File: src/rtl/cmct_regs.svh
// Offsets, reset values and widths for the channel minimum-code trackers
`ifndef CMCT_REGS_SVH
`define CMCT_REGS_SVH

// ----------------------------------------------------------------
// Register indices (byte address is four times the index)
// ----------------------------------------------------------------
`define CMCT_IDX_CHAN0_MIN_CODE_LOW  8'h80
`define CMCT_IDX_CHAN0_MIN_CODE_HIGH 8'h81
`define CMCT_IDX_CHAN1_MIN_CODE_LOW  8'h82
`define CMCT_IDX_CHAN1_MIN_CODE_HIGH 8'h83
`define CMCT_IDX_CHAN2_MIN_CODE_LOW  8'h84
`define CMCT_IDX_CHAN2_MIN_CODE_HIGH 8'h85
`define CMCT_IDX_CHAN3_MIN_CODE_LOW  8'h86
`define CMCT_IDX_CHAN3_MIN_CODE_HIGH 8'h87
`define CMCT_IDX_CHAN4_MIN_CODE_LOW  8'h88

// ----------------------------------------------------------------
// Values and sizes
// ----------------------------------------------------------------
`define CMCT_MIN_RESET    8'hFF
`define CMCT_NUM_CHAN     5
`define CMCT_NUM_INPUTS   8
`define CMCT_READ_ZERO    32'h0000_0000

`endif

File: src/rtl/cmct_pkg.sv
// Types shared by the channel minimum-code trackers
package cmct_pkg;
    typedef logic [7:0]  cmct_byte_t;
    typedef logic [15:0] cmct_code_t;
    typedef logic [2:0]  cmct_chan_t;
endpackage

File: src/rtl/cmct_tracker.sv
// One channel's minimum-code tracker, low and high byte
`timescale 1ns/1ps
`include "cmct_regs.svh"
module cmct_tracker
    import cmct_pkg::*;
(
    input  wire logic       clk_i,
    input  wire logic       rst_i,
    input  wire logic       upd_i,
    input  wire cmct_code_t code_i,
    input  wire logic       rd_lo_i,
    input  wire logic       rd_hi_i,
    output cmct_byte_t      lo_o,
    output cmct_byte_t      hi_o
);
    cmct_byte_t lo_reg;
    cmct_byte_t hi_reg;
    cmct_byte_t lo_next;
    cmct_byte_t hi_next;
    wire logic  lower;
    wire logic  take;

    // ----------------------------------------------------------------
    // Next values
    // ----------------------------------------------------------------
    // Compare against bytes as they stand; a byte just reloaded counts as 0xFF
    assign lower   = code_i < {hi_reg, lo_reg};
    assign take    = upd_i && lower;
    // A conversion landing with the read-reload wins over the reload
    assign lo_next = rd_lo_i ? (upd_i ? code_i[7:0] : `CMCT_MIN_RESET)
                             : (take ? code_i[7:0] : lo_reg);
    assign hi_next = rd_hi_i ? (upd_i ? code_i[15:8] : `CMCT_MIN_RESET)
                             : (take ? code_i[15:8] : hi_reg);

    always_ff @(posedge clk_i) begin
        if (rst_i) begin
            lo_reg <= `CMCT_MIN_RESET;
            hi_reg <= `CMCT_MIN_RESET;
        end else begin
            lo_reg <= lo_next;
            hi_reg <= hi_next;
        end
    end

    assign lo_o = lo_reg;
    assign hi_o = hi_reg;
endmodule

File: src/rtl/cmct_bank.sv
// Channel minimum-code tracker bank with classic Wishbone slave
`timescale 1ns/1ps
`include "cmct_regs.svh"
module cmct_bank
    import cmct_pkg::*;
(
    input  wire logic        clk_i,
    input  wire logic        rst_i,
    input  wire logic        cyc_i,
    input  wire logic        stb_i,
    input  wire logic        we_i,
    input  wire logic [31:0] adr_i,
    input  wire logic [31:0] dat_i,
    input  wire logic [3:0]  sel_i,
    output logic      [31:0] dat_o,
    output logic             ack_o,
    input  wire logic        conv_valid_i,
    input  wire cmct_chan_t  conv_chan_i,
    input  wire cmct_code_t  conv_code_i,
    input  wire logic [7:0]  chan_analog_i
);
    // ----------------------------------------------------------------
    // Bus decode
    // ----------------------------------------------------------------
    logic             ack_reg;
    logic      [31:0] dat_reg;
    wire logic        ack_next;
    wire logic [31:0] dat_next;
    wire logic        req;
    wire logic        rd_go;
    wire logic        in_page;
    wire logic [7:0]  idx;
    wire logic        mapped;

    // Writes and byte lanes are accepted and ignored: the bank is read-only
    assign req     = cyc_i && stb_i && !ack_reg;
    assign rd_go   = req && !we_i;
    assign idx     = adr_i[9:2];
    assign in_page = adr_i[31:10] == 22'h00_0000;

    // ----------------------------------------------------------------
    // Register hits
    // ----------------------------------------------------------------
    wire logic        hit_c0_lo;
    wire logic        hit_c0_hi;
    wire logic        hit_c1_lo;
    wire logic        hit_c1_hi;
    wire logic        hit_c2_lo;
    wire logic        hit_c2_hi;
    wire logic        hit_c3_lo;
    wire logic        hit_c3_hi;
    wire logic        hit_c4_lo;

    // Full compare of every index, so nothing aliases into the range
    assign hit_c0_lo = in_page && idx == `CMCT_IDX_CHAN0_MIN_CODE_LOW;
    assign hit_c0_hi = in_page && idx == `CMCT_IDX_CHAN0_MIN_CODE_HIGH;
    assign hit_c1_lo = in_page && idx == `CMCT_IDX_CHAN1_MIN_CODE_LOW;
    assign hit_c1_hi = in_page && idx == `CMCT_IDX_CHAN1_MIN_CODE_HIGH;
    assign hit_c2_lo = in_page && idx == `CMCT_IDX_CHAN2_MIN_CODE_LOW;
    assign hit_c2_hi = in_page && idx == `CMCT_IDX_CHAN2_MIN_CODE_HIGH;
    assign hit_c3_lo = in_page && idx == `CMCT_IDX_CHAN3_MIN_CODE_LOW;
    assign hit_c3_hi = in_page && idx == `CMCT_IDX_CHAN3_MIN_CODE_HIGH;
    assign hit_c4_lo = in_page && idx == `CMCT_IDX_CHAN4_MIN_CODE_LOW;
    assign mapped    = hit_c0_lo || hit_c0_hi || hit_c1_lo
                    || hit_c1_hi || hit_c2_lo || hit_c2_hi
                    || hit_c3_lo || hit_c3_hi || hit_c4_lo;

    // ----------------------------------------------------------------
    // Read and conversion strobes
    // ----------------------------------------------------------------
    wire logic        rd_c0_lo;
    wire logic        rd_c0_hi;
    wire logic        rd_c1_lo;
    wire logic        rd_c1_hi;
    wire logic        rd_c2_lo;
    wire logic        rd_c2_hi;
    wire logic        rd_c3_lo;
    wire logic        rd_c3_hi;
    wire logic        rd_c4_lo;
    wire logic        rd_c4_hi;
    wire logic        upd_c0;
    wire logic        upd_c1;
    wire logic        upd_c2;
    wire logic        upd_c3;
    wire logic        upd_c4;

    assign rd_c0_lo = rd_go && hit_c0_lo;
    assign rd_c0_hi = rd_go && hit_c0_hi;
    assign rd_c1_lo = rd_go && hit_c1_lo;
    assign rd_c1_hi = rd_go && hit_c1_hi;
    assign rd_c2_lo = rd_go && hit_c2_lo;
    assign rd_c2_hi = rd_go && hit_c2_hi;
    assign rd_c3_lo = rd_go && hit_c3_lo;
    assign rd_c3_hi = rd_go && hit_c3_hi;
    assign rd_c4_lo = rd_go && hit_c4_lo;
    // Channel four's high byte is served outside this bank, so never reloaded here
    assign rd_c4_hi = 1'b0;

    // Only analog-configured channels feed their trackers
    assign upd_c0   = conv_valid_i && conv_chan_i == 3'h0
                      && chan_analog_i[0];
    assign upd_c1   = conv_valid_i && conv_chan_i == 3'h1
                      && chan_analog_i[1];
    assign upd_c2   = conv_valid_i && conv_chan_i == 3'h2
                      && chan_analog_i[2];
    assign upd_c3   = conv_valid_i && conv_chan_i == 3'h3
                      && chan_analog_i[3];
    assign upd_c4   = conv_valid_i && conv_chan_i == 3'h4
                      && chan_analog_i[4];

    // ----------------------------------------------------------------
    // Trackers
    // ----------------------------------------------------------------
    wire cmct_byte_t  chan0_lowest_code_lo;
    wire cmct_byte_t  chan0_lowest_code_hi;
    wire cmct_byte_t  chan1_lowest_code_lo;
    wire cmct_byte_t  chan1_lowest_code_hi;
    wire cmct_byte_t  chan2_lowest_code_lo;
    wire cmct_byte_t  chan2_lowest_code_hi;
    wire cmct_byte_t  chan3_lowest_code_lo;
    wire cmct_byte_t  chan3_lowest_code_hi;
    wire cmct_byte_t  chan4_lowest_code_lo;
    wire cmct_byte_t  chan4_lowest_code_hi;

    cmct_tracker u_trk_c0 (
        .clk_i   (clk_i),
        .rst_i   (rst_i),
        .upd_i   (upd_c0),
        .code_i  (conv_code_i),
        .rd_lo_i (rd_c0_lo),
        .rd_hi_i (rd_c0_hi),
        .lo_o    (chan0_lowest_code_lo),
        .hi_o    (chan0_lowest_code_hi)
    );

    cmct_tracker u_trk_c1 (
        .clk_i   (clk_i),
        .rst_i   (rst_i),
        .upd_i   (upd_c1),
        .code_i  (conv_code_i),
        .rd_lo_i (rd_c1_lo),
        .rd_hi_i (rd_c1_hi),
        .lo_o    (chan1_lowest_code_lo),
        .hi_o    (chan1_lowest_code_hi)
    );

    cmct_tracker u_trk_c2 (
        .clk_i   (clk_i),
        .rst_i   (rst_i),
        .upd_i   (upd_c2),
        .code_i  (conv_code_i),
        .rd_lo_i (rd_c2_lo),
        .rd_hi_i (rd_c2_hi),
        .lo_o    (chan2_lowest_code_lo),
        .hi_o    (chan2_lowest_code_hi)
    );

    cmct_tracker u_trk_c3 (
        .clk_i   (clk_i),
        .rst_i   (rst_i),
        .upd_i   (upd_c3),
        .code_i  (conv_code_i),
        .rd_lo_i (rd_c3_lo),
        .rd_hi_i (rd_c3_hi),
        .lo_o    (chan3_lowest_code_lo),
        .hi_o    (chan3_lowest_code_hi)
    );

    // High byte kept only for the compare; it is not readable in this bank
    cmct_tracker u_trk_c4 (
        .clk_i   (clk_i),
        .rst_i   (rst_i),
        .upd_i   (upd_c4),
        .code_i  (conv_code_i),
        .rd_lo_i (rd_c4_lo),
        .rd_hi_i (rd_c4_hi),
        .lo_o    (chan4_lowest_code_lo),
        .hi_o    (chan4_lowest_code_hi)
    );

    // ----------------------------------------------------------------
    // Read mux
    // ----------------------------------------------------------------
    wire cmct_byte_t  rd_byte;
    wire logic [31:0] rd_word;

    // No hit leaves the byte at zero: unmapped reads answer zero, not an error
    assign rd_byte  = ({8{hit_c0_lo}} & chan0_lowest_code_lo)
                    | ({8{hit_c0_hi}} & chan0_lowest_code_hi)
                    | ({8{hit_c1_lo}} & chan1_lowest_code_lo)
                    | ({8{hit_c1_hi}} & chan1_lowest_code_hi)
                    | ({8{hit_c2_lo}} & chan2_lowest_code_lo)
                    | ({8{hit_c2_hi}} & chan2_lowest_code_hi)
                    | ({8{hit_c3_lo}} & chan3_lowest_code_lo)
                    | ({8{hit_c3_hi}} & chan3_lowest_code_hi)
                    | ({8{hit_c4_lo}} & chan4_lowest_code_lo);
    assign rd_word  = {24'h00_0000, rd_byte};
    // The byte leaves as it stood before this edge's reload
    assign dat_next = rd_go ? rd_word : `CMCT_READ_ZERO;
    assign ack_next = req;

    // ----------------------------------------------------------------
    // Registers
    // ----------------------------------------------------------------
    always_ff @(posedge clk_i) begin
        if (rst_i) begin
            ack_reg <= 1'b0;
            dat_reg <= `CMCT_READ_ZERO;
        end else begin
            ack_reg <= ack_next;
            dat_reg <= dat_next;
        end
    end

    assign ack_o = ack_reg;
    assign dat_o = dat_reg;
endmodule

File: config.mk
export PLATFORM = sky130hd
export DESIGN_NAME = cmct_bank
export DESIGN_NICKNAME = d
export VERILOG_FILES = /design/src/rtl/cmct_pkg.sv /design/src/rtl/cmct_tracker.sv /design/src/rtl/cmct_bank.sv
export VERILOG_INCLUDE_DIRS = /design/src /design/src/rtl
export SDC_FILE = /design/constraint.sdc
export NUM_CORES = 1
export LEC_CHECK = 0
export ABC_AREA = 1
export BUFFER_PORTS_ARGS = -buffer_cell sky130_fd_sc_hd__buf_2
export CAP_MARGIN = 25
export CELL_PAD_IN_SITES_DETAIL_PLACEMENT = 1
export CELL_PAD_IN_SITES_GLOBAL_PLACEMENT = 1
export CORE_MARGIN = 2
export CORE_UTILIZATION = 43
export CTS_CLUSTER_SIZE = 16
export DETAILED_ROUTE_END_ITERATION = 10
export GPL_ROUTABILITY_DRIVEN = 0
export PLACE_DENSITY_LB_ADDON = 0.1
export SETUP_SLACK_MARGIN = 0.02
export SYNTH_ARGS = -nofsm -noshare
export SYNTH_HDL_FRONTEND = slang
export SYNTH_HIERARCHICAL = 1
export SYNTH_SLANG_ARGS = --single-unit
File: constraint.sdc
create_clock -name clk_i -period 4.4 [get_ports clk_i]
set_input_delay 0.88 -clock clk_i [delete_from_list [all_inputs] [get_ports clk_i]]
set_output_delay 0.88 -clock clk_i [all_outputs]
set_load 0.005 [all_outputs]
==> results of run 1 <==
[metrics by stage]
stage / hold WS [ps] / cells / setup WS, ps
6_report: 448.6 / 1339 / 1489
5_1_grt: 468.1 / 1339 / 1265
3_3_place_gp: 426.7 / 1323 / 1226
4_1_cts: 445.4 / 1339 / 1535
2_1_floorplan: 436.5 / 1087 / 2013
3_5_place_dp: 435.5 / 1323 / 1174
[cells in the final DEF, fill, tap and decap left out, types with 2 or more instances in the layout]
cell type,instances
nand2_1,231
nor4_1,9
clkinv_1,11
nand2_4,5
nor3_1,13
a211oi_1,5
inv_1,131
o21ai_1,5
inv_2,7
nand3_1,222
buf_4,2
nor2_2,7
ha_1,75
conb_1,25
nand2_2,10
dfxtp_1,89
clkbuf_8,2
a21oi_1,27
clkbuf_16,9
nor2_1,63
or2_2,76
clkinv_4,3
nand4_1,18
buf_2,68
o21a_1,2
[Yosys cell counts (2+ instances only)]
| cell type | n |
|---|---|
| o21a_1 | 2 |
| ha_1 | 75 |
| buf_6 | 8 |
| a21oi_1 | 27 |
| nor2_2 | 7 |
| o21ai_1 | 5 |
| clkbuf_1 | 13 |
| inv_1 | 131 |
| nor4_1 | 9 |
| inv_2 | 7 |
| nand2_2 | 10 |
| nand3_1 | 222 |
| nand4_1 | 18 |
| buf_2 | 4 |
| a211oi_1 | 5 |
| nand2_1 | 231 |
| dfxtp_1 | 89 |
| or2_2 | 76 |
| nor3_1 | 13 |
| nand2_4 | 5 |
| clkinv_1 | 11 |
| nor2_1 | 63 |
| buf_4 | 25 |
[kinds of logic after synthesis]
logic type      count (synthesis)  synth area share (%)
compound gates                 39                 3.047
buf+inv                       199                 12.98
flops                          89                 25.52
simple gates                  660                 44.96
fa+ha+maj                      75                 13.44
other cells                     1               0.05371
[routing by layer]
metal | track usage (%) | part of all wire (%) | wire length, um | vias to the layer above
li1 | - | - | - | 3516
met1 | 37.28 | 47 | 10980 | 3365
met2 | 46.31 | 47 | 10870 | 157
met3 | 3.819 | 4.5 | 1051 | 23
met4 | 7.669 | 1.8 | 411 | 0
met5 | 0 | 0 | 0 | -
[sequential cells by signal, summed over array words and instances, names as in the netlist]
name	flops
u_trk_c3/lo_o	8
u_trk_c1/hi_o	8
u_trk_c3/hi_o	8
u_trk_c0/hi_o	8
dat_o	8
u_trk_c4/hi_o	8
u_trk_c1/lo_o	8
u_trk_c2/hi_o	8
ack_o	1
u_trk_c0/lo_o	8
u_trk_c4/lo_o	8
u_trk_c2/lo_o	8
[layout make-up]
type | count | area (sq um)
inverters | 149 | 559.3
well taps | 216 | 270.3
clock buffers | 11 | 252.7
flip-flops and latches | 89 | 1782
fillers | 2237 | 8218
multi-input cells | 799 | 4384
clock inverters | 5 | 63.81
repair buffers | 70 | 355.3
[worst min-delay path by stage]
| stage | startpoint | to | depth (start not counted) |
|---|---|---|---|
| floorplan | ack_o$_SDFF_PP0_ | ack_o$_SDFF_PP0_ | 1 |
| CTS | ack_o$_SDFF_PP0_ | ack_o$_SDFF_PP0_ | 1 |
| global route | ack_o$_SDFF_PP0_ | ack_o$_SDFF_PP0_ | 1 |
| global placement | ack_o$_SDFF_PP0_ | ack_o$_SDFF_PP0_ | 1 |
| detailed placement | ack_o$_SDFF_PP0_ | ack_o$_SDFF_PP0_ | 1 |
| finish | ack_o$_SDFF_PP0_ | ack_o$_SDFF_PP0_ | 1 |
[where the power goes]
part	internal [mW]	switching, mW
registers	0.824	0.0162
logic	0.0823	0.165
clock network	0.475	0.364
==> reports/results.txt, run 1 <==
outcome -> completed
CP required -> 4690 ps
Power per Cell Area -> 251.3 nW/um^2
Top Ports -> 134
crit-path most repeated cell -> nand3_1
Final Hold Fails -> 0
initial antenna violation count -> 0
first-pass GRT wire length -> 37.70 mm
CP Launch Point -> adr_i[11]
ys flop type -> dfxtp_1
RR Startpoint -> ack_o$_SDFF_PP0_
final wirelength -> 23.32 mm
#FFs+latches synth -> 89
Reg2Reg Setup Slack -> 1980 ps
Synth area leader -> dfxtp_1
largest net degree at the start of global routing -> 35
worst-margin pin slew -> 722.9 ps
IO buf count -> 68
crit path cell chain -> buf_2 > or2_1 > nor2_2 > nand3_1 > nor4_1 > clkinv_1 > nand2_2 > nand2_1 > nand3_1
drt first pass iters -> 5
sequential area share after synthesis -> 25.52%
CTS Buffer Depth -> 2
Critical Path Max Stage Delay -> 570 ps
YS warnings -> 6
max cap viols -> 0
Skew-Pair Late Insertion Delay -> 360 ps
Crit Path Category -> in -> reg
syn_area_per_cell -> 6.568 sq um
DIE AREA -> 17,270 sq um
Die Width -> 131.4 um
Area Growth Syn to Fin -> 9.821%
CP max FO -> 11
startpoint types -> input port
FP Rows -> 46
Nets -> 1,294
Crit-path slowest cell -> nor4_1
postcts setup bufs -> 0
Total GRT Usage -> 27.68%
Tightest Hold Check Type -> reg -> reg
Clk pin slew, worst setup/hold paths -> 60 ps
Tmin final -> 2911 ps
Max Fclk -> 0.3435 GHz
CP top delay family -> simple AND/OR/NAND/NOR gates
Worst Path Buf+Inv -> 2
GRT overflow -> 0
worst r2r dst -> u_trk_c0/hi_o[2]$_SDFFE_PP1P_
core box area -> 15,890 sq um
vias in the first global route -> 7,091
Worst Reg-to-Reg Cells -> 6
DRC -> 0
leakage power -> 4.543 nW
wire length per cell -> 17.41 um
Hold-fix buffers, CTS -> 0
Layout Utilization -> 48.27%
root buf cell -> clkbuf_16
Die H -> 131.4 um
Mapped Area -> 6982 sq um
post-synthesis cell count -> 1,063
layout cells sized above 1 -> 17.28%
Critical Path AT -> 3200 ps
number of CTS-inserted buffers -> 9
DR vias -> 7,061
H-tree Lvls -> 3
Async SR Flop Fraction -> 0%
Final HPWL DP -> 17.24 mm
Final Cycle Share -> 66.16%
kind of end point of the critical path -> flop
final setup vio count -> 0
total power -> 1.927 mW
top cells by area, synth -> dfxtp_1, nand3_1, ha_1, nand2_1, inv_1
n_diodes -> 0
Worst Skew -> 11.48 ps
Post-DP Area -> 7351 sq um
Worst setup endpoint -> u_trk_c0/hi_o[2]$_SDFFE_PP1P_
Yosys cell types -> 30
EDFF count, synth -> 0
initial core utilization -> 43.95%
Setup TNS Final -> 0 ps
unrepaired setup endpoints after global routing -> false
Via density -> 5.273
Slew HR -> 51.69%
Peak VDD IR -> 0.0002169 V
antenna viol nets, final -> 0
Post-CTS Resized -> 0
Critical Path Stages -> 9
Slew Viols, Final -> 0
top cell type's share of synthesized area -> 25.52%
TritonCTS clock tree -> yes
clk sinks -> 89
Finished Cell Area -> 7667 sq um
Iter 0 DRT Violations -> 358
(Power assumes the default switching activity.)
==> inputs of run 2 (changes only) <==
Settings changed: ABC_AREA 1 to 0, CORE_UTILIZATION 43 to 42.
Clock period 4.4 ns to 2.7 ns, I/O delays scaled along.
==> run 2 against run 1 <==
  * Clock-buffer cell count is the same
  * Cell area grew 11%
  * Clock power up 79%
  * Die area increased by 8.6%
  * Critical endpoint is now u_trk_c1/hi_o[2]$_SDFFE_PP1P_
  * Largest cell class unchanged
  * Global-route usage grew 1.4 points
  * Combinational power is 55% higher
  * Worst hold slack gained 71 ps
  * Synthesized cell count is 15% lower
  * Power increased by 66%
  * Clock skew fell by 1.3 ps
  * Largest power group is now clock
  * Highest routed layer unchanged
  * Non-clock buffer count up 49
==> reports/results.txt, run 2 <==
sequential area share after synthesis -> 23.99%
Critical Path AT -> 2590 ps
Tightest Hold Check Type -> reg -> reg
n_diodes -> 0
Synth area leader -> dfxtp_1
Die H -> 137.0 um
Crit Path Category -> in -> reg
root buf cell -> clkbuf_16
top cell type's share of synthesized area -> 23.99%
Worst Skew -> 10.23 ps
DR vias -> 7,166
Slew Viols, Final -> 0
max cap viols -> 0
Area Growth Syn to Fin -> 14.61%
initial core utilization -> 42.94%
CP max FO -> 11
CP Launch Point -> conv_code_i[15]
outcome -> completed
DRC -> 0
final wirelength -> 26.74 mm
Final Hold Fails -> 0
Clk pin slew, worst setup/hold paths -> 70 ps
EDFF count, synth -> 0
ys flop type -> dfxtp_1
FP Rows -> 48
YS warnings -> 6
syn_area_per_cell -> 8.198 sq um
top cells by area, synth -> dfxtp_1, ha_1, nor2_1, nor3_1, a32o_1
Total GRT Usage -> 29.08%
Iter 0 DRT Violations -> 450
final setup vio count -> 0
area of the multi-input gates -> 4976 sq um
pre-CTS WS -> 33.85 ps
postcts setup bufs -> 0
TritonCTS clock tree -> yes
Die Width -> 137.0 um
Fillers -> 2,127
final cell count without fillers -> 1,216
Top Ports -> 134
Via density -> 5.893
number of CTS-inserted buffers -> 9
Final Cycle Share -> 85.37%
layout cells sized above 1 -> 20.89%
H-tree Lvls -> 3
first-pass GRT wire length -> 41.09 mm
Nets -> 1,162
CP required -> 2980 ps
Setup WS post-layout -> 395.1 ps
unrepaired setup endpoints after global routing -> false
Peak VDD IR -> 0.0003007 V
FF/Latch Area -> 1782 sq um
Hold-fix buffers, CTS -> 0
largest net degree at the start of global routing -> 62
Max Fclk -> 0.4339 GHz
post-synthesis cell count -> 906
antenna viol nets, final -> 0
Slew HR -> 52.32%
Yosys cell types -> 57
vias in the first global route -> 7,475
top-count cell post-synth -> nor2_1
commonest non-fill, non-tap cells in the layout -> nor2_1, nor3_1, dfxtp_1, inv_1, ha_1
worst-margin pin slew -> 715.2 ps
#FFs+latches synth -> 89
IO buf count -> 68
Mapped Area -> 7427 sq um
drt first pass iters -> 7
kind of end point of the critical path -> flop
most frequent cells after synthesis -> nor2_1, nor3_1, dfxtp_1
core box area -> 17,300 sq um
leakage power -> 4.239 nW
RR Startpoint -> u_trk_c1/hi_o[7]$_SDFFE_PP1P_
CTS Buffer Depth -> 2
Post-CTS Resized -> 0
GRT overflow -> 0
Power per Cell Area -> 375.3 nW/um^2
Tmin final -> 2305 ps
Skew-Pair Late Insertion Delay -> 350 ps
Final HPWL DP -> 19.73 mm
wire length per cell -> 21.99 um
Crit-path slowest cell -> nor4_2
startpoint types -> input port
Critical Path Max Stage Delay -> 440 ps
crit path cell chain -> buf_2 > ha_1 > nand4_1 > nor4_2 > a32oi_4 > buf_4 > a32o_1 > a21oi_1
Async SR Flop Fraction -> 0%
total placed cells including tap cells -> 1,200
clk sinks -> 89
DIE AREA -> 18,760 sq um
initial antenna violation count -> 0
Min-Delay Startpoint -> u_trk_c4/hi_o[4]$_SDFFE_PP1P_
most common cell after layout, fill and taps aside -> nor2_1
run 2: changes by cell type after synthesis, moves of 50 or more:
cell     delta
inv_1      -50
nand2_1   -193
or2_2      -75
nand3_1   -214
nor3_1     +87
nor2_1     +75
run 2: path summary, 6_finish.rpt:
kind / endpoint / slack, ps / depth (start not counted)
min reg2reg: u_trk_c4/hi_o[4]$_SDFFE_PP1P_ / 520 / 2
max: u_trk_c1/hi_o[2]$_SDFFE_PP1P_ / 400 / 8
max reg2reg: u_trk_c1/hi_o[2]$_SDFFE_PP1P_ / 420 / 8
min: u_trk_c4/hi_o[4]$_SDFFE_PP1P_ / 520 / 2
run 2: worst max-delay path, delay by kind of cell:
kind | cells | cell delay (ps)
simple gates | 2 | 590
compound gates | 3 | 600
fa+ha+maj | 1 | 390
buf+inv | 2 | 450
run 2: cell type report:
cell class / instances / area share (%)
Multi-Input combinational cell: 686 / 58.46
Sequential cell: 89 / 20.93
Timing Repair Buffer: 119 / 9.672
Inverter: 81 / 3.572
Tap cell: 225 / 3.307
Clock buffer: 11 / 2.852
Clock inverter: 5 / 1.205
run 2: stage by stage:
step	utilization, %	TNS, ps	power (mW)	area [sq um]	hold WS [ps]
2_1_floorplan	-	-733.2	1.552	7522	485.7
3_3_place_gp	47.22	0	1.706	8167	498.3
3_5_place_dp	47.22	0	1.724	8167	519.7
4_1_cts	49.21	0	3.214	8512	528.6
5_1_grt	49.21	0	3.300	8512	556.0
6_report	49.21	0	3.195	8512	519.5
run 2: power breakdown:
part | total [mW] | leakage [nW] | internal (mW) | switching [mW]
clock network | 1.50 | 0.166 | 0.930 | 0.566
logic | 0.384 | 3.35 | 0.132 | 0.253
registers | 1.32 | 0.720 | 1.31 | 0.00132
total | 3.19 | 4.24 | 2.38 | 0.820
run 2: logic make-up (layout without fill, tap and decap cells):
| logic type | count (synthesis) | after routing | share of synthesized area (%) |
|---|---|---|---|
| AOI/OAI and AO/OA | 174 | 174 | 19.83 |
| adders and majority gates | 75 | 75 | 12.63 |
| buffers and inverters | 155 | 216 | 10.23 |
| DFF | 89 | 89 | 23.99 |
| muxes | 56 | 56 | 8.895 |
| other | 1 | 25 | 0.05049 |
| and+or+nand+nor | 356 | 356 | 24.38 |
run 2: metal layers:
metal,GRT usage (%),part of all wire [%]
met1,37.42,44
met5,0,0
met4,9.966,2.6
met3,2.778,4.2
met2,50.69,50
==> inputs of run 3 (changes only) <==
--- a/config.mk
+++ b/config.mk
@@ -18,3 +18,3 @@
 export GPL_ROUTABILITY_DRIVEN = 0
-export PLACE_DENSITY_LB_ADDON = 0.1
+export PLACE_DENSITY = 0.82
 export SETUP_SLACK_MARGIN = 0.02
==> constraint.sdc (replaced) <==
create_clock -name clk_i -period 2.7 [get_ports clk_i]
set_input_delay 0.405 -clock clk_i [delete_from_list [all_inputs] [get_ports clk_i]]
set_output_delay 0.405 -clock clk_i [all_outputs]
set_load 0.005 [all_outputs]
==> run 3 against run 2 <==
  * Sequential cell count is the same
  * Sequential power hardly changed
  * Setup slack worse by 58 ps
  * Largest cell class unchanged
  * Critical endpoint is now u_trk_c2/lo_o[6]$_SDFFE_PP1P_
  * Register-to-register slack lost 80 ps
==> reports/results.txt, run 3 (synthesized netlist as in run 2, its figures left out) <==
Crit Path Category -> reg -> reg
commonest non-fill, non-tap cells in the layout -> nor2_1, nor3_1, dfxtp_1, inv_1, ha_1
root buf cell -> clkbuf_16
DIE AREA -> 18,760 sq um
Layout Utilization -> 48.14%
outcome -> completed
Clk pin slew, worst setup/hold paths -> 70 ps
unrepaired setup endpoints after global routing -> false
Skew-Pair Late Insertion Delay -> 360 ps
CTS Buffer Depth -> 2
IO buf count -> 68
Die Width -> 137.0 um
postcts setup bufs -> 0
Hold WS -> 447.9 ps
final setup vio count -> 0
Peak VDD IR -> 0.0003449 V
FF/Latch Area -> 1782 sq um
Hold-fix buffers, CTS -> 0
total power -> 3.014 mW
Slew HR -> 43.81%
core box area -> 17,300 sq um
Slew Viols, Final -> 0
clk sinks -> 89
initial core utilization -> 42.94%
number of CTS-inserted buffers -> 9
Max Fclk -> 0.4232 GHz
Top Ports -> 134
max cap viols -> 0
RR Startpoint -> u_trk_c2/lo_o[1]$_SDFFE_PP1P_
most common cell after layout, fill and taps aside -> nor2_1
startpoint types -> flop
layout cells sized above 1 -> 20.26%
Worst Skew -> 10.81 ps
Final Hold Fails -> 0
kind of end point of the critical path -> flop
Post-CTS Resized -> 0
area of the multi-input gates -> 4976 sq um
Worst Hold Path EP -> ack_o$_SDFF_PP0_
Die H -> 137.0 um
first-pass GRT wire length -> 38.17 mm
largest net degree at the start of global routing -> 33
TritonCTS clock tree -> yes
FP Rows -> 48
Tmin final -> 2363 ps
worst-margin pin slew -> 842.8 ps
Area Growth Syn to Fin -> 12.11%
H-tree Lvls -> 3
WHS Path Cells -> 3
GRT overflow -> 0
initial antenna violation count -> 0
Reg2Reg Setup Slack -> 340 ps
Finished Cell Area -> 8327 sq um
Fillers -> 2,177
Power per Cell Area -> 362.0 nW/um^2
Final HPWL DP -> 18.34 mm
antenna viol nets, final -> 0
Iter 0 DRT Violations -> 471
CP max FO -> 17
Nets -> 1,153
vias in the first global route -> 7,056
final wirelength -> 24.88 mm
CP required -> 2990 ps
drt first pass iters -> 5
Critical Path AT -> 2650 ps
wire length per cell -> 20.61 um
DR vias -> 7,179
Tightest Hold Check Type -> in -> reg
DRC -> 0
leakage power -> 4.146 nW
Min-Delay Startpoint -> stb_i
Total GRT Usage -> 26.75%
Via density -> 5.948
Setup TNS Final -> 0 ps
Post-DP Area -> 8024 sq um
Worst Reg-to-Reg Cells -> 6
Final Cycle Share -> 87.51%
n_diodes -> 0
worst r2r dst -> u_trk_c2/lo_o[6]$_SDFFE_PP1P_
==> run 3: cell count changes in the layout (fill, tap and decap cells not counted) <==
| cell | delta |
|---|---|
| clkbuf_1 | -1 |
| bufinv_16 | -2 |
| buf_12 | -6 |
| buf_4 | -3 |
| clkinv_4 | +2 |
| inv_6 | +2 |
| clkbuf_8 | -1 |
==> run 3: through the flow <==
stage                     cells  setup WS [ps]
after floorplan             930          54.49
after CTS                  1207          336.8
after detailed placement   1191          121.5
after global routing       1207          186.6
after global placement     1191          160.3
final                      1207          337.3
==> run 3: power breakdown <==
| part | internal (mW) | switching (mW) | total [mW] |
|---|---|---|---|
| clock | 0.727 | 0.604 | 1.33 |
| sequential | 1.31 | 0.00133 | 1.31 |
| combinational | 0.125 | 0.244 | 0.369 |
==> run 3: worst max path at each step <==
stage | slack, ps | depth (start not counted) | to | from
2_1_floorplan | 50 | 7 | u_trk_c0/lo_o[4]$_SDFFE_PP1P_ | adr_i[7]
6_report | 340 | 6 | u_trk_c2/lo_o[6]$_SDFFE_PP1P_ | u_trk_c2/lo_o[1]$_SDFFE_PP1P_
3_5_place_dp | 120 | 7 | u_trk_c3/lo_o[1]$_SDFFE_PP1P_ | conv_code_i[11]
5_1_grt | 190 | 6 | u_trk_c0/lo_o[7]$_SDFFE_PP1P_ | u_trk_c0/hi_o[7]$_SDFFE_PP1P_
4_1_cts | 340 | 6 | u_trk_c2/lo_o[6]$_SDFFE_PP1P_ | u_trk_c2/lo_o[1]$_SDFFE_PP1P_
3_3_place_gp | 160 | 7 | u_trk_c2/lo_o[6]$_SDFFE_PP1P_ | conv_code_i[14]
==> run 3: routing by layer <==
| layer | up-vias | global-route usage [%] | wire length [um] |
|---|---|---|---|
| li1 | 3371 | - | - |
| met2 | 232 | 43.53 | 11460 |
| met1 | 3537 | 36.32 | 11350 |
| met5 | - | 0 | 0 |
| met3 | 39 | 2.963 | 1368 |
| met4 | 0 | 10.08 | 697 |
==> run 3: layout make-up <==
class / count / area share (%)
tap: 225 / 3.381
clock inverter: 7 / 0.9316
multi-input combinational: 686 / 59.76
clock buffer: 9 / 2.705
sequential: 89 / 21.40
timing repair buffer: 110 / 8.174
inverter: 81 / 3.651
==> run 3: critical path, cell delays in order (launching register included) <==
cell      delay, ps
dfxtp_1         360
inv_1            50
ha_1            260
a2111o_1        420
a32oi_4         590
nand3b_4        370
a21oi_1         230
